File: src/reconfig_pkg.sv
// constants, register map and types of the channel reconfiguration block
package reconfig_pkg;
	localparam int NCH = 4;
	localparam int NPLL = 2;
	localparam int CH_W = 2;
	localparam int RATE_W = 4;

	// register byte offsets
	localparam logic [7:0] OFF_STATUS = 8'h00;
	localparam logic [7:0] OFF_CMD = 8'h04;
	localparam logic [7:0] OFF_PLL = 8'h08;
	localparam logic [7:0] OFF_CHAN = 8'h10;
	localparam logic [7:0] OFF_CHAN_LAST = 8'h1c;

	// status bits
	localparam int ST_BUSY_BIT = 0;
	localparam int ST_READY_BIT = 1;
	localparam int ST_ERR_BIT = 2;
	localparam int ST_OVR_BIT = 3;

	// command word fields
	localparam int CMD_CH_LSB = 0;
	localparam int CMD_OP_LSB = 4;
	localparam int CMD_ARG_LSB = 8;
	localparam int PLL_FIELD_W = 8;

	// command opcodes
	localparam logic [2:0] OP_CDR = 3'h0;
	localparam logic [2:0] OP_PCS = 3'h1;
	localparam logic [2:0] OP_CODER = 3'h2;
	localparam logic [2:0] OP_PLLSEL = 3'h3;
	localparam logic [2:0] OP_DIV = 3'h4;
	localparam logic [2:0] OP_WIDTH = 3'h5;
	localparam logic [2:0] OP_DIR = 3'h6;
	localparam logic [2:0] OP_PLLRATE = 3'h7;

	// pcs enable bit that gates the 8b/10b coder
	localparam int PCS_CODER_BIT = 0;
	localparam int PLLRATE_IDX_BIT = 7;

	// channel direction codes
	localparam logic [1:0] DIR_DUPLEX = 2'h0;
	localparam logic [1:0] DIR_TX = 2'h1;
	localparam logic [1:0] DIR_RX = 2'h2;
	localparam logic [1:0] DIR_BAD = 2'h3;

	// divider codes 0..3 select divide by 1, 2, 4, 8
	localparam logic [1:0] DIV_BY1 = 2'h0;

	// settle time after each change
	localparam int CLK_PERIOD_PS = 5000;
	localparam int SETTLE_NS = 100;
	localparam int SETTLE_CYC = (SETTLE_NS * 1000 + CLK_PERIOD_PS - 1)
		/ CLK_PERIOD_PS;

	typedef enum logic [1:0] {ST_CAL, ST_IDLE, ST_APPLY} state_e;

	typedef struct packed {
		logic [1:0] dir;
		logic [RATE_W-1:0] cdr_rate;
		logic [7:0] pcs_en;
		logic pll_sel;
		logic [1:0] div_code;
		logic [2:0] pcs_width;
		logic [2:0] pma_width;
		logic [RATE_W-1:0] tx_rate;
	} chan_cfg_s;

	typedef struct packed {
		logic [CH_W-1:0] ch;
		logic [2:0] op;
		logic [7:0] arg;
	} cmd_s;

	typedef struct packed {
		logic psel;
		logic penable;
		logic pwrite;
		logic [7:0] paddr;
		logic [31:0] pwdata;
	} apb_req_s;

	typedef struct packed {
		logic pready;
		logic pslverr;
		logic [31:0] prdata;
	} apb_rsp_s;

	localparam logic [RATE_W-1:0] RST_RATE = 4'h0;
	localparam chan_cfg_s RST_CHAN = '{dir: DIR_DUPLEX, cdr_rate: RST_RATE,
		pcs_en: 8'hff, pll_sel: 1'b0, div_code: DIV_BY1,
		pcs_width: 3'h0, pma_width: 3'h0, tx_rate: RST_RATE};
endpackage : reconfig_pkg

File: src/chan_reconfig.sv
// transceiver channel reconfiguration controller with apb register access
//
// Our own choices: the placing of the registers and the APB slave port.
`timescale 1ns/1ps
`default_nettype none
module chan_reconfig
	import reconfig_pkg::*;
(
	input wire logic pclk,
	input wire logic presetn,
	input wire apb_req_s apb_req,
	output var apb_rsp_s apb_rsp,
	input wire logic cal_done,
	output var logic busy,
	output var chan_cfg_s [NCH-1:0] chan_cfg,
	output var logic [NPLL-1:0][RATE_W-1:0] pll_rate
);
	typedef struct packed {
		logic [1:0] cal_sync;
		state_e st;
		apb_rsp_s rsp;
		cmd_s pend;
		chan_cfg_s [NCH-1:0] cfg;
		logic [NPLL-1:0][RATE_W-1:0] rate;
		logic err;
		logic ovr;
		logic busy;
	} regs_s;

	regs_s r_ff;
	regs_s nxt_r;
	logic tmr_start;
	logic tmr_done;
	logic acc_first;
	logic wr_commit;
	logic cmd_wr;
	cmd_s wcmd;

	function automatic logic chan_hit(logic [7:0] a);
		return a >= OFF_CHAN && a <= OFF_CHAN_LAST && a[1:0] == 2'h0;
	endfunction : chan_hit

	function automatic logic [CH_W-1:0] chan_idx(logic [7:0] a);
		logic [7:0] d;
		d = a - OFF_CHAN;
		return d[CH_W+1:2];
	endfunction : chan_idx

	function automatic logic mapped(logic [7:0] a);
		return a == OFF_STATUS || a == OFF_CMD || a == OFF_PLL || chan_hit(a);
	endfunction : mapped

	function automatic logic cmd_legal(chan_cfg_s c, cmd_s k);
		logic ok;
		ok = 1'b1;
		case (k.op)
			OP_DIV: begin
				ok = k.arg[7:2] == 6'h00;
			end
			OP_PLLSEL: begin
				ok = k.arg[7:1] == 7'h00;
			end
			OP_DIR: begin
				ok = k.arg[7:2] == 6'h00 && k.arg[1:0] != DIR_BAD
					&& !(c.dir == DIR_TX && k.arg[1:0] == DIR_RX)
					&& !(c.dir == DIR_RX && k.arg[1:0] == DIR_TX);
			end
			default: begin
				ok = 1'b1;
			end
		endcase
		return ok;
	endfunction : cmd_legal

	function automatic chan_cfg_s apply_chan(chan_cfg_s c, cmd_s k);
		chan_cfg_s o;
		o = c;
		case (k.op)
			OP_CDR: begin
				o.cdr_rate = k.arg[RATE_W-1:0];
			end
			OP_PCS: begin
				o.pcs_en = k.arg;
			end
			OP_CODER: begin
				o.pcs_en[PCS_CODER_BIT] = k.arg[0];
			end
			OP_PLLSEL: begin
				o.pll_sel = k.arg[0];
			end
			OP_DIV: begin
				o.div_code = k.arg[1:0];
			end
			OP_WIDTH: begin
				o.pcs_width = k.arg[2:0];
				o.pma_width = k.arg[5:3];
			end
			OP_DIR: begin
				o.dir = k.arg[1:0];
			end
			default: begin
				o = c;
			end
		endcase
		return o;
	endfunction : apply_chan

	function automatic logic [31:0] rd_mux(regs_s s, logic [7:0] a);
		logic [31:0] d;
		d = 32'h0000_0000;
		if (a == OFF_STATUS) begin
			d[ST_BUSY_BIT] = s.busy;
			d[ST_READY_BIT] = s.st != ST_CAL;
			d[ST_ERR_BIT] = s.err;
			d[ST_OVR_BIT] = s.ovr;
		end else if (a == OFF_CMD) begin
			d[CMD_CH_LSB +: CH_W] = s.pend.ch;
			d[CMD_OP_LSB +: 3] = s.pend.op;
			d[CMD_ARG_LSB +: 8] = s.pend.arg;
		end else if (a == OFF_PLL) begin
			for (int i = 0; i < NPLL; i++) begin
				d[i*PLL_FIELD_W +: RATE_W] = s.rate[i];
			end
		end else if (chan_hit(a)) begin
			d[$bits(chan_cfg_s)-1:0] = s.cfg[chan_idx(a)];
		end
		return d;
	endfunction : rd_mux

	assign wcmd = '{ch: apb_req.pwdata[CMD_CH_LSB +: CH_W],
		op: apb_req.pwdata[CMD_OP_LSB +: 3],
		arg: apb_req.pwdata[CMD_ARG_LSB +: 8]};
	// one wait state: pready rises on the second access cycle
	assign acc_first = apb_req.psel && apb_req.penable && !r_ff.rsp.pready;
	assign wr_commit = apb_req.psel && apb_req.penable && r_ff.rsp.pready
		&& apb_req.pwrite;
	assign cmd_wr = wr_commit && apb_req.paddr == OFF_CMD;

	always_comb begin
		nxt_r = r_ff;
		tmr_start = 1'b0;
		nxt_r.cal_sync = {r_ff.cal_sync[0], cal_done};
		nxt_r.rsp.pready = acc_first;
		if (acc_first) begin
			nxt_r.rsp.prdata = rd_mux(r_ff, apb_req.paddr);
			nxt_r.rsp.pslverr = !mapped(apb_req.paddr);
		end
		// error bits clear first so a same-cycle new error wins
		if (wr_commit && apb_req.paddr == OFF_STATUS) begin
			if (apb_req.pwdata[ST_ERR_BIT]) begin
				nxt_r.err = 1'b0;
			end
			if (apb_req.pwdata[ST_OVR_BIT]) begin
				nxt_r.ovr = 1'b0;
			end
		end
		case (r_ff.st)
			ST_CAL: begin
				if (r_ff.cal_sync[1]) begin
					nxt_r.st = ST_IDLE;
				end
			end
			ST_IDLE: begin
				if (cmd_wr) begin
					if (cmd_legal(r_ff.cfg[wcmd.ch], wcmd)) begin
						nxt_r.pend = wcmd;
						nxt_r.st = ST_APPLY;
						tmr_start = 1'b1;
					end else begin
						nxt_r.err = 1'b1;
					end
				end
			end
			ST_APPLY: begin
				if (tmr_done) begin
					// OP_PLLRATE rewrites one pll rate; any other op rewrites only the addressed channel
					if (r_ff.pend.op == OP_PLLRATE) begin
						nxt_r.rate[r_ff.pend.arg[PLLRATE_IDX_BIT]] =
							r_ff.pend.arg[RATE_W-1:0];
					end else begin
						nxt_r.cfg[r_ff.pend.ch] =
							apply_chan(r_ff.cfg[r_ff.pend.ch], r_ff.pend);
					end
					nxt_r.st = ST_IDLE;
				end
			end
			default: begin
				nxt_r.st = ST_CAL;
			end
		endcase
		// a command during calibration or a running change is refused
		if (cmd_wr && r_ff.st != ST_IDLE) begin
			nxt_r.ovr = 1'b1;
			nxt_r.err = 1'b1;
		end
		for (int i = 0; i < NCH; i++) begin
			nxt_r.cfg[i].tx_rate = nxt_r.rate[nxt_r.cfg[i].pll_sel];
		end
		nxt_r.busy = nxt_r.st != ST_IDLE;
	end

	always_ff @(posedge pclk or negedge presetn) begin
		if (!presetn) begin
			r_ff <= '{cal_sync: 2'h0, st: ST_CAL, rsp: '0, pend: '0,
				cfg: {NCH{RST_CHAN}}, rate: '0, err: 1'b0, ovr: 1'b0,
				busy: 1'b1};
		end else begin
			r_ff <= nxt_r;
		end
	end

	settle_timer u_settle (
		.pclk(pclk),
		.presetn(presetn),
		.start(tmr_start),
		.done(tmr_done)
	);

	assign apb_rsp = r_ff.rsp;
	assign busy = r_ff.busy;
	assign chan_cfg = r_ff.cfg;
	assign pll_rate = r_ff.rate;

	a_apb_wait_state: assert property (@(posedge pclk) disable iff (!presetn)
		acc_first |=> apb_rsp.pready ##1 !apb_rsp.pready)
		else $error("apb ready not one wait state");

	a_accept_busy: assert property (@(posedge pclk) disable iff (!presetn)
		cmd_wr && r_ff.st == ST_IDLE && cmd_legal(r_ff.cfg[wcmd.ch], wcmd)
		|=> busy [*8])
		else $error("busy not held after accepted command");

	a_refuse_busy: assert property (@(posedge pclk) disable iff (!presetn)
		cmd_wr && r_ff.st == ST_APPLY |=> r_ff.ovr && $stable(r_ff.pend))
		else $error("command during busy not refused");

	a_cal_hold: assert property (@(posedge pclk) disable iff (!presetn)
		r_ff.st == ST_CAL |-> busy ##1 $stable(chan_cfg))
		else $error("configuration changed before calibration");

	a_div_range: assert property (@(posedge pclk) disable iff (!presetn)
		cmd_wr && r_ff.st == ST_IDLE && wcmd.op == OP_DIV
		&& wcmd.arg[7:2] != 6'h00 |=> r_ff.err && !busy)
		else $error("bad divider code not refused");

	a_cdr_commit: assert property (@(posedge pclk) disable iff (!presetn)
		r_ff.st == ST_APPLY && tmr_done && r_ff.pend.op == OP_CDR
		|=> chan_cfg[$past(r_ff.pend.ch)].cdr_rate
			== $past(r_ff.pend.arg[RATE_W-1:0]) && !busy)
		else $error("cdr rate not committed");

	for (genvar g = 0; g < NCH; g++) begin : g_chk
		a_dir_block: assert property (@(posedge pclk) disable iff (!presetn)
			!($past(chan_cfg[g].dir) == DIR_TX && chan_cfg[g].dir == DIR_RX)
			&& !($past(chan_cfg[g].dir) == DIR_RX && chan_cfg[g].dir == DIR_TX))
			else $error("forbidden direction change");
		a_other_chan: assert property (@(posedge pclk) disable iff (!presetn)
			r_ff.st == ST_APPLY && tmr_done && r_ff.pend.ch != g
			|=> $stable(chan_cfg[g].pcs_en) && $stable(chan_cfg[g].dir)
				&& $stable(chan_cfg[g].div_code))
			else $error("unaddressed channel changed");
		a_pll_follow: assert property (@(posedge pclk) disable iff (!presetn)
			chan_cfg[g].tx_rate == pll_rate[chan_cfg[g].pll_sel])
			else $error("channel rate not following its pll");
	end
endmodule : chan_reconfig
`default_nettype wire

File: src/settle_timer.sv
// settle timer that paces each committed reconfiguration
`timescale 1ns/1ps
`default_nettype none
module settle_timer
	import reconfig_pkg::*;
(
	input wire logic pclk,
	input wire logic presetn,
	input wire logic start,
	output var logic done
);
	localparam int SC1 = SETTLE_CYC + 1;

	typedef struct packed {
		logic [7:0] cnt;
		logic run;
		logic done;
	} tmr_s;

	tmr_s r_ff;
	tmr_s nxt_r;

	always_comb begin
		nxt_r = r_ff;
		nxt_r.done = 1'b0;
		// a start while running is ignored; the caller waits on done
		if (start && !r_ff.run) begin
			nxt_r.run = 1'b1;
			nxt_r.cnt = 8'(SETTLE_CYC - 1);
		end else if (r_ff.run) begin
			if (r_ff.cnt == 8'h00) begin
				nxt_r.run = 1'b0;
				nxt_r.done = 1'b1;
			end else begin
				nxt_r.cnt = r_ff.cnt - 8'h01;
			end
		end
	end

	always_ff @(posedge pclk or negedge presetn) begin
		if (!presetn) begin
			r_ff <= '0;
		end else begin
			r_ff <= nxt_r;
		end
	end

	assign done = r_ff.done;

	a_settle_time: assert property (@(posedge pclk) disable iff (!presetn)
		start && !r_ff.run |-> ##SC1 done)
		else $error("settle done not at expected cycle");
endmodule : settle_timer
`default_nettype wire

File: config.mk
export PLATFORM = sky130hd
export DESIGN_NAME = chan_reconfig
export DESIGN_NICKNAME = d
export VERILOG_FILES = /design/src/reconfig_pkg.sv /design/src/chan_reconfig.sv /design/src/settle_timer.sv
export SDC_FILE = /design/constraint.sdc
export NUM_CORES = 1
export LEC_CHECK = 0
export ABC_AREA = 1
export BUFFER_PORTS_ARGS = -buffer_cell sky130_fd_sc_hd__buf_4
export CORE_ASPECT_RATIO = 1.1
export CORE_MARGIN = 1
export CORE_UTILIZATION = 25
export CTS_BUF_LIST = sky130_fd_sc_hd__clkbuf_16
export DETAILED_ROUTE_END_ITERATION = 12
export GPL_ROUTABILITY_DRIVEN = 0
export HOLD_SLACK_MARGIN = 0.15
export PLACE_DENSITY = 0.45
export SLEW_MARGIN = 20
export SYNTH_ARGS = -nofsm -noshare
export SYNTH_HDL_FRONTEND = slang
export SYNTH_SLANG_ARGS = --single-unit
File: constraint.sdc
create_clock -name pclk -period 1.8 [get_ports pclk]
set_input_delay 0.09 -clock pclk [delete_from_list [all_inputs] [get_ports pclk]]
set_output_delay 0.09 -clock pclk [all_outputs]
set_load 0.05 [all_outputs]
==> impl_metrics.csv <==
group,metric,value,unit
power,p_leak,5.48,nW
clock_network,numCtsBuffers,17,
setup_path,required,2.12,ns
yosys,synth_flop_cell,"dfrtp_1",
clock_network,clkSinkCount,175,
power,power,0.00869,W
final_layout,drive_gt1_share,32.1,%
setup_path,crit_type,"reg -> reg",
route,finalWirelength,33.4,mm
global_route,track_usage,17.4,%
route,route.detailed.drc,0,
setup_path,critPathMaxFanout,5,
status,status,"complete, no violations",
timing,finalSetupTns,0,ns
final_layout,multi_input_area,3590,µm²
yosys,synthTopCellsByCount,"277 x nand2_1, 153 x buf_4, 142 x dfrtp_1, 115 x o21ai_0, 87 x inv_1",
floorplanning,die_y,208,µm
placement,place_area,10900,µm²
setup_path,startpoint_type,"register",
timing,relSlewSlack,61.4,%
global_route,grt_overflow,0,
yosys,synth_top_area_cell,"dfrtp_1",
clock_network,clock_latency,0.45,ns
yosys,yosysWarnings,0,
clock_network,cts_tree,"done",
yosys,ys_seq_area_share,46.0,%
final_layout,insertedDiodeCount,0,
floorplanning,start_util,25.6,%
yosys,yosysTopAreaCellShare,37.0,%
timing,drv_slew,0,
yosys,ys_top_cells_by_area,"dfrtp_1 37%, buf_4 12%, nand2_1 11%",
power,powerDensity,731,nW/µm²
setup_path,end_kind,"register",
route,via_count,8070,
route,via_per_inst,4.61,
placement,io_buffers,174,
final_layout,nNetsFinal,1291,
hold_path,hold_class,"in -> async",
clock_network,clockBufferDepth,2,
timing,hold_ws,0.152,ns
yosys,ys_types,45,
yosys,syn_area,9600,µm²
run,max_cap_violations,0,
yosys,async_flop_share,100,%
timing,min_period,1.77,ns
global_route,grt_max_degree,50,
final_layout,area.growth.synth_to_final,23.8,%
power,irDropWorstVdd,0.624,mV
floorplanning,die_x,189,µm
clock_network,clk_pin_slew,0.07,ns
placement,dp_hpwl,25.4,mm
final_layout,fin_area,11900,µm²
setup_path,worst_ep_arrival_time,2.10,ns
route,postRouteAntennaNets,0,
clock_network,cts_root_buf,"clkbuf_16",
route,drt_first_pass_iters,5,
yosys,syn_area_per_cell,8.43,µm²
timing,worstMarginPinSlew,0.576,ns
final_layout,seqCellArea,4420,µm²
timing,finalCritPeriodShare,98.5,%
floorplanning,io_pins,197,
route,drt-initial-drc-count,436,
timing,rsz0062_at_grt,"true",
timing,max_freq,564,MHz
floorplanning,rows,74,
timing,finalClockSkew,0.0137,ns
final_layout,fill_cells,3993,
floorplanning,core_area,37500,µm²
floorplanning,fp.dieArea,39200,µm²
clock_network,h-tree-depth,4,
global_route,antenna_found_initial,0,
global_route,grt_pass1_vias,7989,
yosys,synth_seq_cells,175,
route,wl_per_cell,19.1,µm
yosys,synth_most_common_cell,"nand2_1",
global_route,grt_pass1_wl,50.5,mm
yosys,synth_edf_count,0,
timing,report.final.hold_viol_count,0,
yosys,synth_cells,1139,
timing,finalSetupViolations,0,
==> sequential cells by signal, summed over array words and instances, names as in the netlist <==
register       count
chan_cfg         108
apb_rsp           29
r_ff              18
u_settle.r_ff      9
pll_rate           8
busy               1
nxt_r              1
u_settle.done      1
==> what timing repair did <==
item | CTS | global route
setup buffers | 0 | 1
endpoints found under the hold margin | 176 | 0
endpoints found under the setup margin | 0 | 116
gates resized for setup | 0 | 36
hold buffers | 22 | 0
==> routing by layer <==
metal,part of all wire [%],vias up,wire length [µm],GRT usage [%]
met5,0,-,0,0
met4,2.1,0,697,5.53
met3,4.8,47,1620,3.67
met2,48,211,16000,28.3
met1,45,3917,15100,22.9
li1,-,3895,-,-
==> final timing paths <==
path                        startpoint  slack, ns  cells past startpoint      endpoint
hold / removal                 presetn       0.15                      2  chan_cfg[56]
min in group pclk          apb_req[34]       0.20                      5    apb_rsp[2]
setup reg to reg             r_ff[167]       0.03                      3       r_ff[1]
max in group asynchronous      presetn       0.89                      3  chan_cfg[20]
setup / recovery             r_ff[167]       0.03                      3       r_ff[1]
hold reg to reg             nxt_r[169]       0.35                      0     r_ff[169]
==> kinds of logic (layout without fill, tap and decap cells) <==
logic type / after synthesis / after routing / share of synthesized area (%)
AND/OR/NAND/NOR: 394 / 394 / 17.5
buffers and inverters: 291 / 405 / 17.7
AO/OA/AOI/OAI: 275 / 275 / 18.4
flip-flops: 175 / 175 / 46.0
XOR/XNOR: 2 / 2 / 0.182
adder cells (fa/ha/maj): 1 / 1 / 0.130
other: 1 / 5 / 0.0390
==> report_power, final <==
part	switching, W	internal, W
sequential	0.0000111	0.00395
clock	0.00173	0.00249
combinational	0.000350	0.000159
==> metrics by stage <==
stage,cells,utilization [%],setup slack (ns)
2_1_floorplan,1143,-,0.159
3_3_place_gp,1696,29.1,0.0660
3_5_place_dp,1696,29.1,0.0528
4_1_cts,1750,31.4,0.0262
5_1_grt,1751,31.7,-0.0448
6_report,1751,31.7,0.0264
==> layout make-up <==
| cell class | instances | share of cell area, % |
|---|---|---|
| sequential | 175 | 37.2 |
| multi-input combinational | 677 | 30.2 |
| timing repair buffer | 273 | 18.7 |
| tap | 494 | 5.20 |
| clock buffer | 17 | 3.58 |
| inverter | 100 | 3.18 |
| clock inverter | 15 | 1.96 |
==> cells in the final DEF, fill, tap and decap left out, types with 25 or more instances in the layout <==
cell type,count
inv_1,86
buf_4,241
a221oi_1,25
nand2_1,273
nor2_1,29
o21ai_1,26
dfrtp_1,139
o22ai_1,34
o21ai_0,108
dfstp_2,33
nand3_1,45
==> worst max-delay path: stages, from the launching register on <==
cell	delay, ns
dfrtp_1	0.42
nor2_1	0.48
o21ai_0	0.17
dlygate4sd3_1	0.57
Note: power is estimated with default switching activity, not from simulation.
